--- src/logic/ext_irq_defines.svh ---
// Register offsets, field positions, reset values and timing counts of the external pin interrupt unit
//
// Contract
// - Group 1 flags when any masked-in input among positions 15..8 toggles.
// - Group 0 flags when any masked-in input among positions 7..0 toggles.
// - Pins driven as outputs still trigger; detection ignores pin direction.
// - Pin-change activity is seen without a running core, and raises wake.
// - Sense 00 low level, 01 any change, 10 falling, 11 rising edge.
// - Enabled low-level sense requests for as long as the pin stays low.
// - Edges are recognised only while the clock runs.
// - Pins are sampled before edge detection; pulses over one period are caught.
// - A level gone before start-up ends gives wake but no interrupt; here wake and request follow the same sampled level, with no start-up delay.
// - External requests reach their vector only with source and global enables.
// - Edge flag sets on trigger, clears on handler entry or written one.
// - Flag of a request in low-level sense is held cleared.
// - Group 1 requests need group enable and global enable; mask selects pins.
// - Group 0 requests need group enable and global enable; mask selects pins.
// - Unused bits of sense, enable, flag and group registers read zero.
// - Sense field of request 1 in bits 3..2, request 0 in bits 1..0.
// - Group flag sets on masked change, clears on handler entry or one.
// - Each pin-change input has one mask bit in its group's mask.
`ifndef EXT_IRQ_DEFINES_SVH
`define EXT_IRQ_DEFINES_SVH

// Byte offsets on the register bus
`define OFS_SENSE_CONTROL    5'h00
`define OFS_EXT_ENABLE       5'h04
`define OFS_EXT_FLAGS        5'h08
`define OFS_GROUP_ENABLE     5'h0c
`define OFS_GROUP_FLAGS      5'h10
`define OFS_MASK_GROUP0      5'h14
`define OFS_MASK_GROUP1      5'h18
`define OFS_PIN_STATE        5'h1c

// Field positions
`define SENSE1_LSB           2
`define SENSE0_LSB           0
`define EXT_BIT_1            1
`define EXT_BIT_0            0
`define GROUP_BIT_1          1
`define GROUP_BIT_0          0

// Request output positions
`define REQ_EXT0             0
`define REQ_EXT1             1
`define REQ_GROUP0           2
`define REQ_GROUP1           3

// Reset values
`define RST_SENSE_CONTROL    4'h0
`define RST_EXT_ENABLE       2'h0
`define RST_EXT_FLAGS        2'h0
`define RST_GROUP_ENABLE     2'h0
`define RST_GROUP_FLAGS      2'h0
`define RST_MASK             8'h00

// Cycles after reset release before pin history counts as valid
`define SAMPLER_PRIME_CYCLES 2'h3

`endif

--- src/logic/ext_irq_pkg.sv ---
// Types shared by the external pin interrupt unit
package ext_irq_pkg;

    typedef enum logic [1:0] {
        SENSE_LOW  = 2'b00,
        SENSE_ANY  = 2'b01,
        SENSE_FALL = 2'b10,
        SENSE_RISE = 2'b11
    } sense_e;

    typedef enum logic [0:0] {
        BUS_IDLE   = 1'b0,
        BUS_ANSWER = 1'b1
    } bus_state_e;

endpackage

--- src/logic/pin_sample_if.sv ---
// Synchronised pin levels and change pulses passed from the sampler to the controller
`timescale 1ns/1ps
interface pin_sample_if;
    logic [1:0]  ext_level;
    logic [1:0]  ext_rise;
    logic [1:0]  ext_fall;
    logic [15:0] pc_level;
    logic [15:0] pc_change;

    modport source (
        output ext_level,
        output ext_rise,
        output ext_fall,
        output pc_level,
        output pc_change
    );

    modport sink (
        input ext_level,
        input ext_rise,
        input ext_fall,
        input pc_level,
        input pc_change
    );
endinterface

--- src/logic/pin_sampler.sv ---
// Two-stage synchronisers and change detection for request and pin-change inputs
`timescale 1ns/1ps
`include "ext_irq_defines.svh"
module pin_sampler (
    // Clock and reset
    input  wire logic        clk,
    input  wire logic        rst_b,
    // Raw pins
    input  wire logic [1:0]  ext_pin,
    input  wire logic [15:0] pc_pin,
    // Sampled view
    pin_sample_if.source     smp
);
    import ext_irq_pkg::*;

    logic [17:0] meta;
    logic [17:0] stable;
    logic [17:0] last;
    logic [1:0]  prime;
    logic        primed;
    logic [17:0] rise;
    logic [17:0] fall;

    ////////////////////////////////////////////////////////////////////////////////
    // Pins are read regardless of direction, so software driving them still triggers

    always_ff @(posedge clk) begin
        if (!rst_b) begin
            meta   <= 18'h00000;
            stable <= 18'h00000;
            last   <= 18'h00000;
        end else begin
            meta   <= {ext_pin, pc_pin};
            stable <= meta;
            last   <= stable;
        end
    end

    // History holds reset zeros at first; suppress changes until it has filled
    always_ff @(posedge clk) begin
        if (!rst_b) begin
            prime <= 2'h0;
        end else if (!primed) begin
            prime <= prime + 2'h1;
        end
    end

    assign primed = (prime == `SAMPLER_PRIME_CYCLES);
    assign rise   = primed ? (stable & ~last) : 18'h00000;
    assign fall   = primed ? (~stable & last) : 18'h00000;

    assign smp.ext_level = stable[17:16];
    assign smp.ext_rise  = rise[17:16];
    assign smp.ext_fall  = fall[17:16];
    assign smp.pc_level  = stable[15:0];
    assign smp.pc_change = rise[15:0] | fall[15:0];

endmodule

--- src/logic/ext_pin_irq.sv ---
// External pin interrupt controller with Avalon-MM register slave
//
// Our own choices: the Avalon-MM slave port and the register offsets.
`timescale 1ns/1ps
`include "ext_irq_defines.svh"
module ext_pin_irq (
    // Clock and reset
    input  wire logic        CLK,
    input  wire logic        RST_B,
    // Pins
    input  wire logic [1:0]  EXT_REQUEST_PINS,
    input  wire logic [15:0] PIN_CHANGE_INPUTS,
    // Core interrupt logic
    input  wire logic        GLOBAL_INT_ENABLE,
    input  wire logic [3:0]  HANDLER_ENTERED,
    output logic      [3:0]  IRQ_REQUEST,
    output logic             WAKE_REQUEST,
    // Avalon-MM slave
    input  wire logic [4:0]  AVS_ADDRESS,
    input  wire logic        AVS_READ,
    input  wire logic        AVS_WRITE,
    input  wire logic [31:0] AVS_WRITEDATA,
    input  wire logic [3:0]  AVS_BYTEENABLE,
    output logic      [31:0] AVS_READDATA,
    output logic             AVS_WAITREQUEST
);
    import ext_irq_pkg::*;

    ////////////////////////////////////////////////////////////////////////////////
    // Functions

    // Trigger condition of an edge or change sense; low level is handled apart
    function automatic logic edge_trigger(input sense_e sense, input logic rise,
                                          input logic fall);
        logic hit;
        hit = 1'b0;
        case (sense)
            SENSE_LOW:  hit = 1'b0;
            SENSE_ANY:  hit = rise | fall;
            SENSE_FALL: hit = fall;
            SENSE_RISE: hit = rise;
            default:    hit = 1'b0;
        endcase
        return hit;
    endfunction

    // Any change on a masked-in pin of one group
    function automatic logic group_change(input logic [7:0] change, input logic [7:0] mask);
        return |(change & mask);
    endfunction

    ////////////////////////////////////////////////////////////////////////////////
    // Pin sampling

    pin_sample_if smp ();

    pin_sampler u_sampler (
        .clk     (CLK),
        .rst_b   (RST_B),
        .ext_pin (EXT_REQUEST_PINS),
        .pc_pin  (PIN_CHANGE_INPUTS),
        .smp     (smp)
    );

    ////////////////////////////////////////////////////////////////////////////////
    // Registers

    logic [3:0]  sense_control;
    logic [1:0]  external_request_enable;
    logic [1:0]  external_request_flags;
    logic [1:0]  pin_change_group_enable;
    logic [1:0]  group_flags;
    logic [7:0]  pin_change_mask_group0;
    logic [7:0]  pin_change_mask_group1;

    bus_state_e  bus_state;
    bus_state_e  next_bus_state;

    logic        access;
    logic        fire_write;
    logic        low_lane;
    logic        sel_sense;
    logic        sel_ext_enable;
    logic        sel_ext_flags;
    logic        sel_group_enable;
    logic        sel_group_flags;
    logic        sel_mask0;
    logic        sel_mask1;
    logic        sel_pin_state;
    logic [7:0]  wbyte;
    logic [31:0] read_word;

    ////////////////////////////////////////////////////////////////////////////////
    // Bus decode

    assign access           = AVS_READ | AVS_WRITE;
    assign fire_write       = AVS_WRITE & ~AVS_WAITREQUEST;
    assign low_lane         = AVS_BYTEENABLE[0];
    assign wbyte            = AVS_WRITEDATA[7:0];
    assign sel_sense        = (AVS_ADDRESS == `OFS_SENSE_CONTROL);
    assign sel_ext_enable   = (AVS_ADDRESS == `OFS_EXT_ENABLE);
    assign sel_ext_flags    = (AVS_ADDRESS == `OFS_EXT_FLAGS);
    assign sel_group_enable = (AVS_ADDRESS == `OFS_GROUP_ENABLE);
    assign sel_group_flags  = (AVS_ADDRESS == `OFS_GROUP_FLAGS);
    assign sel_mask0        = (AVS_ADDRESS == `OFS_MASK_GROUP0);
    assign sel_mask1        = (AVS_ADDRESS == `OFS_MASK_GROUP1);
    assign sel_pin_state    = (AVS_ADDRESS == `OFS_PIN_STATE);

    // Unused bits and unmapped addresses read as zero
    assign read_word =
        sel_sense        ? {28'h0000000, sense_control} :
        sel_ext_enable   ? {30'h00000000, external_request_enable} :
        sel_ext_flags    ? {30'h00000000, external_request_flags} :
        sel_group_enable ? {30'h00000000, pin_change_group_enable} :
        sel_group_flags  ? {30'h00000000, group_flags} :
        sel_mask0        ? {24'h000000, pin_change_mask_group0} :
        sel_mask1        ? {24'h000000, pin_change_mask_group1} :
        sel_pin_state    ? {14'h0000, smp.ext_level, smp.pc_level} :
                           32'h00000000;

    ////////////////////////////////////////////////////////////////////////////////
    // Bus handshake: one wait cycle, then the answer for one cycle

    always_comb begin
        next_bus_state = bus_state;
        case (bus_state)
            BUS_IDLE:   next_bus_state = access ? BUS_ANSWER : BUS_IDLE;
            BUS_ANSWER: next_bus_state = BUS_IDLE;
            default:    next_bus_state = BUS_IDLE;
        endcase
    end

    always_ff @(posedge CLK) begin
        if (!RST_B) begin
            bus_state       <= BUS_IDLE;
            AVS_WAITREQUEST <= 1'b1;
            AVS_READDATA    <= 32'h00000000;
        end else begin
            bus_state       <= next_bus_state;
            AVS_WAITREQUEST <= (next_bus_state != BUS_ANSWER);
            if (bus_state == BUS_IDLE && AVS_READ) begin
                AVS_READDATA <= read_word;
            end
        end
    end

    ////////////////////////////////////////////////////////////////////////////////
    // Control registers

    always_ff @(posedge CLK) begin
        if (!RST_B) begin
            sense_control           <= `RST_SENSE_CONTROL;
            external_request_enable <= `RST_EXT_ENABLE;
            pin_change_group_enable <= `RST_GROUP_ENABLE;
            pin_change_mask_group0  <= `RST_MASK;
            pin_change_mask_group1  <= `RST_MASK;
        end else if (fire_write && low_lane) begin
            if (sel_sense) begin
                sense_control <= wbyte[3:0];
            end
            if (sel_ext_enable) begin
                external_request_enable <= wbyte[1:0];
            end
            if (sel_group_enable) begin
                pin_change_group_enable <= wbyte[1:0];
            end
            if (sel_mask0) begin
                pin_change_mask_group0 <= wbyte;
            end
            if (sel_mask1) begin
                pin_change_mask_group1 <= wbyte;
            end
        end
    end

    ////////////////////////////////////////////////////////////////////////////////
    // Flags: a set in the same cycle as a clear wins

    sense_e      sense1;
    sense_e      sense0;
    logic [1:0]  level_mode;
    logic [1:0]  ext_set;
    logic [1:0]  ext_clear;
    logic [1:0]  next_ext_flags;
    logic [1:0]  group_set;
    logic [1:0]  group_clear;
    logic [1:0]  next_group_flags;

    assign sense1 = sense_e'(sense_control[`SENSE1_LSB +: 2]);
    assign sense0 = sense_e'(sense_control[`SENSE0_LSB +: 2]);

    assign level_mode[`EXT_BIT_1] = (sense1 == SENSE_LOW);
    assign level_mode[`EXT_BIT_0] = (sense0 == SENSE_LOW);

    assign ext_set[`EXT_BIT_1] = edge_trigger(sense1, smp.ext_rise[1], smp.ext_fall[1]);
    assign ext_set[`EXT_BIT_0] = edge_trigger(sense0, smp.ext_rise[0], smp.ext_fall[0]);

    assign ext_clear[`EXT_BIT_1] = HANDLER_ENTERED[`REQ_EXT1]
                                 | (fire_write & low_lane & sel_ext_flags & wbyte[1]);
    assign ext_clear[`EXT_BIT_0] = HANDLER_ENTERED[`REQ_EXT0]
                                 | (fire_write & low_lane & sel_ext_flags & wbyte[0]);

    assign next_ext_flags = ~level_mode
                          & (ext_set | (external_request_flags & ~ext_clear));

    assign group_set[`GROUP_BIT_1] = group_change(smp.pc_change[15:8],
                                                  pin_change_mask_group1);
    assign group_set[`GROUP_BIT_0] = group_change(smp.pc_change[7:0],
                                                  pin_change_mask_group0);

    assign group_clear[`GROUP_BIT_1] = HANDLER_ENTERED[`REQ_GROUP1]
                                     | (fire_write & low_lane & sel_group_flags & wbyte[1]);
    assign group_clear[`GROUP_BIT_0] = HANDLER_ENTERED[`REQ_GROUP0]
                                     | (fire_write & low_lane & sel_group_flags & wbyte[0]);

    assign next_group_flags = group_set | (group_flags & ~group_clear);

    always_ff @(posedge CLK) begin
        if (!RST_B) begin
            external_request_flags <= `RST_EXT_FLAGS;
            group_flags            <= `RST_GROUP_FLAGS;
        end else begin
            external_request_flags <= next_ext_flags;
            group_flags            <= next_group_flags;
        end
    end

    ////////////////////////////////////////////////////////////////////////////////
    // Requests toward the core

    logic [1:0]  ext_active;
    logic [3:0]  next_request;
    logic        next_wake;

    // A low level requests directly and stops on the third clock edge after the pin rises again
    assign ext_active = (level_mode & ~smp.ext_level)
                      | (~level_mode & external_request_flags);

    assign next_request[`REQ_EXT1]   = GLOBAL_INT_ENABLE
                                     & external_request_enable[`EXT_BIT_1]
                                     & ext_active[`EXT_BIT_1];
    assign next_request[`REQ_EXT0]   = GLOBAL_INT_ENABLE
                                     & external_request_enable[`EXT_BIT_0]
                                     & ext_active[`EXT_BIT_0];
    assign next_request[`REQ_GROUP1] = GLOBAL_INT_ENABLE
                                     & pin_change_group_enable[`GROUP_BIT_1]
                                     & group_flags[`GROUP_BIT_1];
    assign next_request[`REQ_GROUP0] = GLOBAL_INT_ENABLE
                                     & pin_change_group_enable[`GROUP_BIT_0]
                                     & group_flags[`GROUP_BIT_0];

    // Wake ignores the global enable so a sleeping core can still be roused
    assign next_wake = |(external_request_enable & ext_active)
                     | |(pin_change_group_enable & group_flags);

    always_ff @(posedge CLK) begin
        if (!RST_B) begin
            IRQ_REQUEST  <= 4'h0;
            WAKE_REQUEST <= 1'b0;
        end else begin
            IRQ_REQUEST  <= next_request;
            WAKE_REQUEST <= next_wake;
        end
    end

endmodule

--- config.mk ---
export PLATFORM = sky130hd
export DESIGN_NAME = ext_pin_irq
export DESIGN_NICKNAME = d
export VERILOG_FILES = /design/src/logic/ext_irq_pkg.sv /design/src/logic/pin_sample_if.sv /design/src/logic/pin_sampler.sv /design/src/logic/ext_pin_irq.sv
export VERILOG_INCLUDE_DIRS = /design/src /design/src/logic
export SDC_FILE = /design/constraint.sdc
export NUM_CORES = 1
export LEC_CHECK = 0
export BUFFER_PORTS_ARGS = -buffer_cell sky130_fd_sc_hd__buf_2
export CAP_MARGIN = 20
export CORE_ASPECT_RATIO = 0.5
export CORE_UTILIZATION = 30
export CTS_CLUSTER_SIZE = 12
export DETAILED_ROUTE_END_ITERATION = 8
export GPL_ROUTABILITY_DRIVEN = 0
export MAX_ROUTING_LAYER = met4
export SYNTH_ARGS = -nofsm -noshare
export SYNTH_HDL_FRONTEND = slang
export SYNTH_SLANG_ARGS = --single-unit
--- constraint.sdc ---
create_clock -name CLK -period 1.96 [get_ports CLK]
set_input_delay 0.098 -clock CLK [delete_from_list [all_inputs] [get_ports CLK]]
set_output_delay 0.098 -clock CLK [all_outputs]
set_load 0.005 [all_outputs]
==> results.cfg, run 1 <==
[run_status]
outcome = finished clean

[routing]
viasPerCell = 4.430
num_vias = 3052
drt-total-wl_um = 9144
wl_per_cell_um = 13.27
firstDrtPassIters = 4
drt_iter0_drc = 151
ant_nets = 0
drcViolationCount = 0

[layout]
area.sequential_um2 = 2182
fin_area_um2 = 5181
diodes = 0
area_growth_syn_to_layout_pct = 23.91
fill_cells = 1363
multi_input_area_um2 = 1823
drive_gt1_share_pct = 21.13
nets = 561

[worst_setup_path]
cp_cell_sequence = nand3b_1 -> buf_4 -> nor3_1 -> mux2i_1 -> nor2_1
worstPathRequired_ps = 2190
path_class = reg -> reg
r2r_slack_ps = 410
cp_slowest_cell = nor3_1
worstPathArrival_ps = 1790
start_kind = register
path_delay_family = simple AND/OR/NAND/NOR gates
path_buf_inv = 1
worstSetupEndpointType = register
slowest_delay_ps = 390
crit_fanout = 4

[pwr]
pwr-share-clk_pct = 42.1
powerDensity_nw_per_um2 = 866.8
power_frac_seq_pct = 51.3
swShare_pct = 23.54
p_switching_w = 0.001057
intPower_w = 0.003434
leakage_nw = 2.235
combPwrFrac_pct = 6.6
max-vdd-ir-drop_mv = 0.4832

[yosys]
synth_top_family_by_area = simple AND/OR/NAND/NOR gates
syn-instance-count = 408
ys_top_cells_by_area = dfxtp_1, and2_1, mux2i_1
synth-main-ff-cell = dfxtp_1
yosys.area_share.simple_pct = 19.00
synthAdderAreaFrac_pct = 0.2992
ys_seq_elements = 109
synth_mux_area_share_pct = 8.677
yosysSeqAreaShare_pct = 52.18
synth_xor_area_share_pct = 3.561
synth_top_area_share_pct = 52.18
yosysWarningCount = 0
synth_edf_count = 0
syn_area_um2 = 4182
synth_compound_area_share_pct = 10.80
ys_types = 49
synth_async_sr_flop_share_pct = 0
syn_avg_cell_area_um2 = 10.25
yosys.area.top_type = dfxtp_1

[sta]
period_share_pct = 79.23
final.setup.worst_slack_ps = 407.2
worst_slew_pin_slew_ps = 780.2
slew_violations = 0
slew-limit-headroom_pct = 47.80
setup_violations = 0
fmax_mhz = 644.0
min_period_ps = 1553
fin_skew_ps = 9.020
fin_tns_setup_ps = 0
hold_viol = 0
rsz0062_at_grt = no

[place]
port_buffers = 64
placed_area_um2 = 4686
place_ws_ps = 316.7
dp_hpwl_um = 6556

[floorplanning]
chipWidth_um = 169.0
die_area_um2 = 14440
placeableCoreArea_um2 = 13590
fp.dieH_um = 85.48
initial_utilization_pct = 30.77
top_level_ports = 106
rows = 30

[global_route]
antenna_found_initial = 0
grt_overflow_total = 0
grt_pass1_wl_um = 14630
grt_max_degree = 39
grt_pass1_vias = 2766
grtUsageTotal_pct = 13.67

[clocking]
cts.sinks = 109
cts.repair.resized = 0
ctsRootBufferMaster = clkbuf_16
clk_path_buf_depth = 2
cts_tree = built
h-tree-depth = 3
path_clk_slew_ps = 70
cts_made_buffers = 9
clk_latency_ps = 350

[worst_hold_path]
hold_class = in -> reg

[run]
max-cap-violations = 0
-- worst reg2reg max path, stage by stage (launching register included) --
cell,delay (ps)
dfxtp_1,310
nand3b_1,250
buf_4,220
nor3_1,390
mux2i_1,230
nor2_1,50
-- state kept, by name, summed over array words and instances (netlist names) --
signal,cells
AVS_READDATA,18
AVS_WAITREQUEST,1
IRQ_REQUEST,4
WAKE_REQUEST,1
bus_state,1
external_request_enable,2
external_request_flags,2
group_flags,2
pin_change_group_enable,2
pin_change_mask_group0,8
pin_change_mask_group1,8
sense_control,4
u_sampler.last,18
u_sampler.meta,18
u_sampler.prime,2
u_sampler.stable,18
-- worst paths after layout --
| check | to | depth (start not counted) | start |
|---|---|---|---|
| worst max-delay path | pin_change_group_enable[0]$_SDFFE_PN0P_ | 5 | AVS_WAITREQUEST$_SDFF_PN1_ |
| worst min-delay path | external_request_flags[0]$_SDFF_PN0_ | 3 | HANDLER_ENTERED[0] |
| worst max register to register | pin_change_group_enable[0]$_SDFFE_PN0P_ | 5 | AVS_WAITREQUEST$_SDFF_PN1_ |
| worst min register to register | u_sampler.stable[5]$_SDFF_PN0_ | 1 | u_sampler.meta[5]$_SDFF_PN0_ |
-- cells in the mapped netlist, drive strengths merged, types with 2 or more instances --
library cell  instances
a21oi                 6
a22o                 11
a22oi                15
a31oi                 2
a41o                  2
a41oi                 3
and2                 58
buf                  17
clkbuf               17
dfxtp               109
inv                   8
mux2                  8
mux2i                25
nand2                14
nand2b                4
nand3                 7
nand4                 2
nor2                 39
nor2b                 2
nor3                  6
o211a                 2
o211ai                2
o21ai                 9
o2bb2ai               2
or3                   2
or3b                  2
xor2                 17
-- layout by cell type (no fill, tap or decap), types with 3 or more instances in the layout --
| master | n |
|---|---|
| a21oi_1 | 6 |
| a22o_1 | 11 |
| a22oi_1 | 15 |
| a41oi_1 | 3 |
| and2_1 | 58 |
| buf_2 | 64 |
| buf_4 | 12 |
| clkbuf_16 | 9 |
| conb_1 | 14 |
| dfxtp_1 | 109 |
| dlygate4sd3_1 | 18 |
| inv_1 | 8 |
| mux2_2 | 8 |
| mux2i_1 | 25 |
| nand2_1 | 14 |
| nand2b_1 | 4 |
| nand3_1 | 7 |
| nor2_1 | 39 |
| nor3_1 | 4 |
| o21ai_0 | 9 |
| xor2_1 | 17 |
-- power groups by stage --
stage / sequential, W / combinational (W) / clock (W)
after floorplan: 0.00235 / 0.000184 / 0
after global placement: 0.00236 / 0.000265 / 0
after detailed placement: 0.00236 / 0.000268 / 0
after CTS: 0.00231 / 0.000296 / 0.00195
after global routing: 0.00231 / 0.000327 / 0.00203
final: 0.00231 / 0.000295 / 0.00189
-- through the flow --
stage / instances / util (%) / total power (W) / hold slack (ps)
2_1_floorplan: 421 / - / 0.002534 / 225.3
3_3_place_gp: 655 / 34.48 / 0.002621 / 302.6
3_5_place_dp: 655 / 34.48 / 0.002626 / 308.7
4_1_cts: 689 / 38.13 / 0.004552 / 5.414
5_1_grt: 689 / 38.13 / 0.004673 / 25.39
6_report: 689 / 38.13 / 0.004491 / 16.24
-- per-layer routing --
| metal | vias up | GRT usage, % | wire, um |
|---|---|---|---|
| li1 | 1541 | - | - |
| met3 | 5 | 3.871 | 534 |
| met5 | - | - | 0 |
| met4 | 0 | 4.050 | 57 |
| met1 | 1426 | 17.50 | 4360 |
| met2 | 80 | 20.92 | 4193 |
-- kinds of logic (layout without fill, tap and decap cells) --
kind of cell	count (synthesis)	in the layout
adder cells (fa/ha/maj)	1	1
buffers and inverters	42	118
flip-flops	109	109
XOR/XNOR	17	17
AND/OR/NAND/NOR	143	143
multiplexers	34	34
other	1	14
AO/OA/AOI/OAI	61	61
-- cell type report --
class	count	area share, %
sequential	109	42.12
tap	192	4.637
multi-input combinational	270	35.18
clock buffer	9	4.347
timing repair buffer	94	11.40
clock inverter	7	1.739
inverter	8	0.5796
-- repair_timing --
action,CTS,global route
setup buffers,0,0
endpoints found under the hold margin,18,0
hold buffers,18,0
Power figures use the tool's default switching activity.
==> run 2, diff against run 1 <==
clock period = 1.42 ns   (was 1.96 ns; I/O delays follow)
==> run 2 against run 1 <==
  * Worst hold slack about the same
  * Fmax is 6.1% higher
  * Utilization is 1.6 points higher
  * Register-to-register slack worse by 450 ps
  * Die area is the same
  * Critical path depth shrank 1
  * Clock-buffer cell count is the same
  * Non-clock buffer count rose by 15
  * Total power is 43% higher
  * Critical endpoint is now sense_control[1]$_SDFFE_PN0P_
  * Clock skew shrank 1.6 ps
  * The flow now finishes with violations (negative setup slack)
  * Final cell count up 2.2%
==> results.cfg, run 2 (synthesis gave the netlist of run 1 again) <==
[run_status]
outcome = finished, violations left
violations = negative setup slack

[layout]
mostFrequentLayoutCell = dfxtp_1
area_growth_syn_to_layout_pct = 29.26
fill_cells = 1372
drive_gt1_share_pct = 23.24
multi_input_area_um2 = 1846
nets = 576
diodes = 0
layout_common_cells = dfxtp_1, buf_2, and2_1, nor2_1, mux2i_1
area.sequential_um2 = 2182
final_cells = 704

[global_route]
antenna_found_initial = 0
grt_max_degree = 38
grt_pass1_vias = 3011
grt_util_met2_pct = 21.68
grtUsageTotal_pct = 14.14
grt_pass1_wl_um = 15200
use_met3_pct = 4.711
grt_overflow_total = 0
grt-busiest-layer = met2
gr-usage-met1_pct = 17.33

[worst_setup_path]
start_kind = register
reg2reg_to = sense_control[1]$_SDFFE_PN0P_
r2r_slack_ps = -40
rr_startpoint = AVS_WAITREQUEST$_SDFF_PN1_
crit_fanout = 4
worstPathArrival_ps = 1700
worstSetupEndpointType = register
ff2ff_path_depth = 4
worstPathRequired_ps = 1650
path_class = reg -> reg

[sta]
slew_violations = 0
min_period_ps = 1464
final.setup.worst_slack_ps = -43.72
hold_viol = 0
whs_ps = 16.24
rsz0062_at_grt = yes
fin_tns_setup_ps = -362.1
period_share_pct = 103.1
fmax_mhz = 683.2
setup_violations = 14
fin_skew_ps = 7.428

[pwr]
max-vdd-ir-drop_mv = 0.5386
pwr-share-clk_pct = 43.7
swShare_pct = 23.18
leakage_nw = 2.336
intPower_w = 0.004944
power_frac_seq_pct = 49.4
powerDensity_nw_per_um2 = 1191
combPwrFrac_pct = 6.9
p_switching_w = 0.001492
power.total_w = 0.006436

[floorplanning]
chipWidth_um = 169.0
die_area_um2 = 14440
placeableCoreArea_um2 = 13590
initial_utilization_pct = 30.77
rows = 30
fp.dieH_um = 85.48
top_level_ports = 106

[worst_hold_path]
hp-start = GLOBAL_INT_ENABLE
hold_class = in -> reg
min_path_cells = 3
hold_end = IRQ_REQUEST[1]$_SDFF_PN0_

[place]
dp_hpwl_um = 6669
port_buffers = 64
place_inst = 664
place_ws_ps = -152.8

[routing]
drt_iter0_drc = 140
num_vias = 3106
wl_per_cell_um = 13.20
drcViolationCount = 0
ant_nets = 0
viasPerCell = 4.412
firstDrtPassIters = 4
drt-total-wl_um = 9293

[clocking]
cts_tree = built
cts_made_buffers = 9
post_cts_buffers = 0
cts.sinks = 109
clk_path_buf_depth = 2
path_clk_slew_ps = 70
h-tree-depth = 3
clk_latency_ps = 350
ctsRootBufferMaster = clkbuf_16

[run]
max-cap-violations = 0
## run 2: cell count changes in the layout (fill, tap and decap cells not counted), moves of 2 or more
cell	delta
inv_8	-2
buf_6	+2
dlygate4sd3_1	+6
clkinv_4	+2
buf_4	+4
buf_12	+3
## run 2: metrics by stage
stage	area, um^2	util (%)
after detailed placement	4791	35.26
after global placement	4791	35.26
final	5405	39.78
after CTS	5378	39.58
after global routing	5405	39.78
after floorplan	4237	-
## run 2: worst max path at each step
stage                     slack [ps]                  startpoint                                      to  depth (start not counted)
after detailed placement        -150              AVS_ADDRESS[1]           sense_control[2]$_SDFFE_PN0P_                          5
after global placement          -110              AVS_ADDRESS[1]           sense_control[3]$_SDFFE_PN0P_                          5
after CTS                        -50  AVS_WAITREQUEST$_SDFF_PN1_  pin_change_mask_group1[1]$_SDFFE_PN0P_                          6
after floorplan                 -150              AVS_ADDRESS[4]  pin_change_mask_group1[0]$_SDFFE_PN0P_                          6
final                            -40  AVS_WAITREQUEST$_SDFF_PN1_           sense_control[1]$_SDFFE_PN0P_                          4
after global routing             -90  AVS_WAITREQUEST$_SDFF_PN1_           sense_control[3]$_SDFFE_PN0P_                          4
## run 2: critical path: stages (launching register included)
cell and delay (ps):
dfxtp_1 310, nand3b_1 240, or4_4 570, mux2i_1 170, nor2_1 50
## run 2: area by class of cell
cell class,instances,area share [%]
Sequential cell,109,40.37
Clock buffer,9,4.167
Tap cell,192,4.444
Timing Repair Buffer,109,14.12
Inverter,8,0.5556
Multi-Input combinational cell,270,34.14
Clock inverter,7,2.199
## run 2: what timing repair did
action	CTS	global route
hold buffers	24	0
endpoints found under the hold margin	25	0
endpoints found under the setup margin	23	27
pin swaps	0	1
resized for setup	1	6
## run 2: power by group through the flow
stage | Sequential, W | Combinational (W) | Clock, W
floorplan | 0.00324 | 0.000256 | 0
global placement | 0.00325 | 0.000386 | 0
detailed placement | 0.00325 | 0.000391 | 0
CTS | 0.00318 | 0.000445 | 0.00288
global route | 0.00319 | 0.000499 | 0.00301
finish | 0.00318 | 0.000445 | 0.00281
## run 2: layer usage
metal,wire [um],vias up
met1,4383,1453
met5,0,-
met3,599,13
met4,149,0
met2,4160,72
li1,-,1568
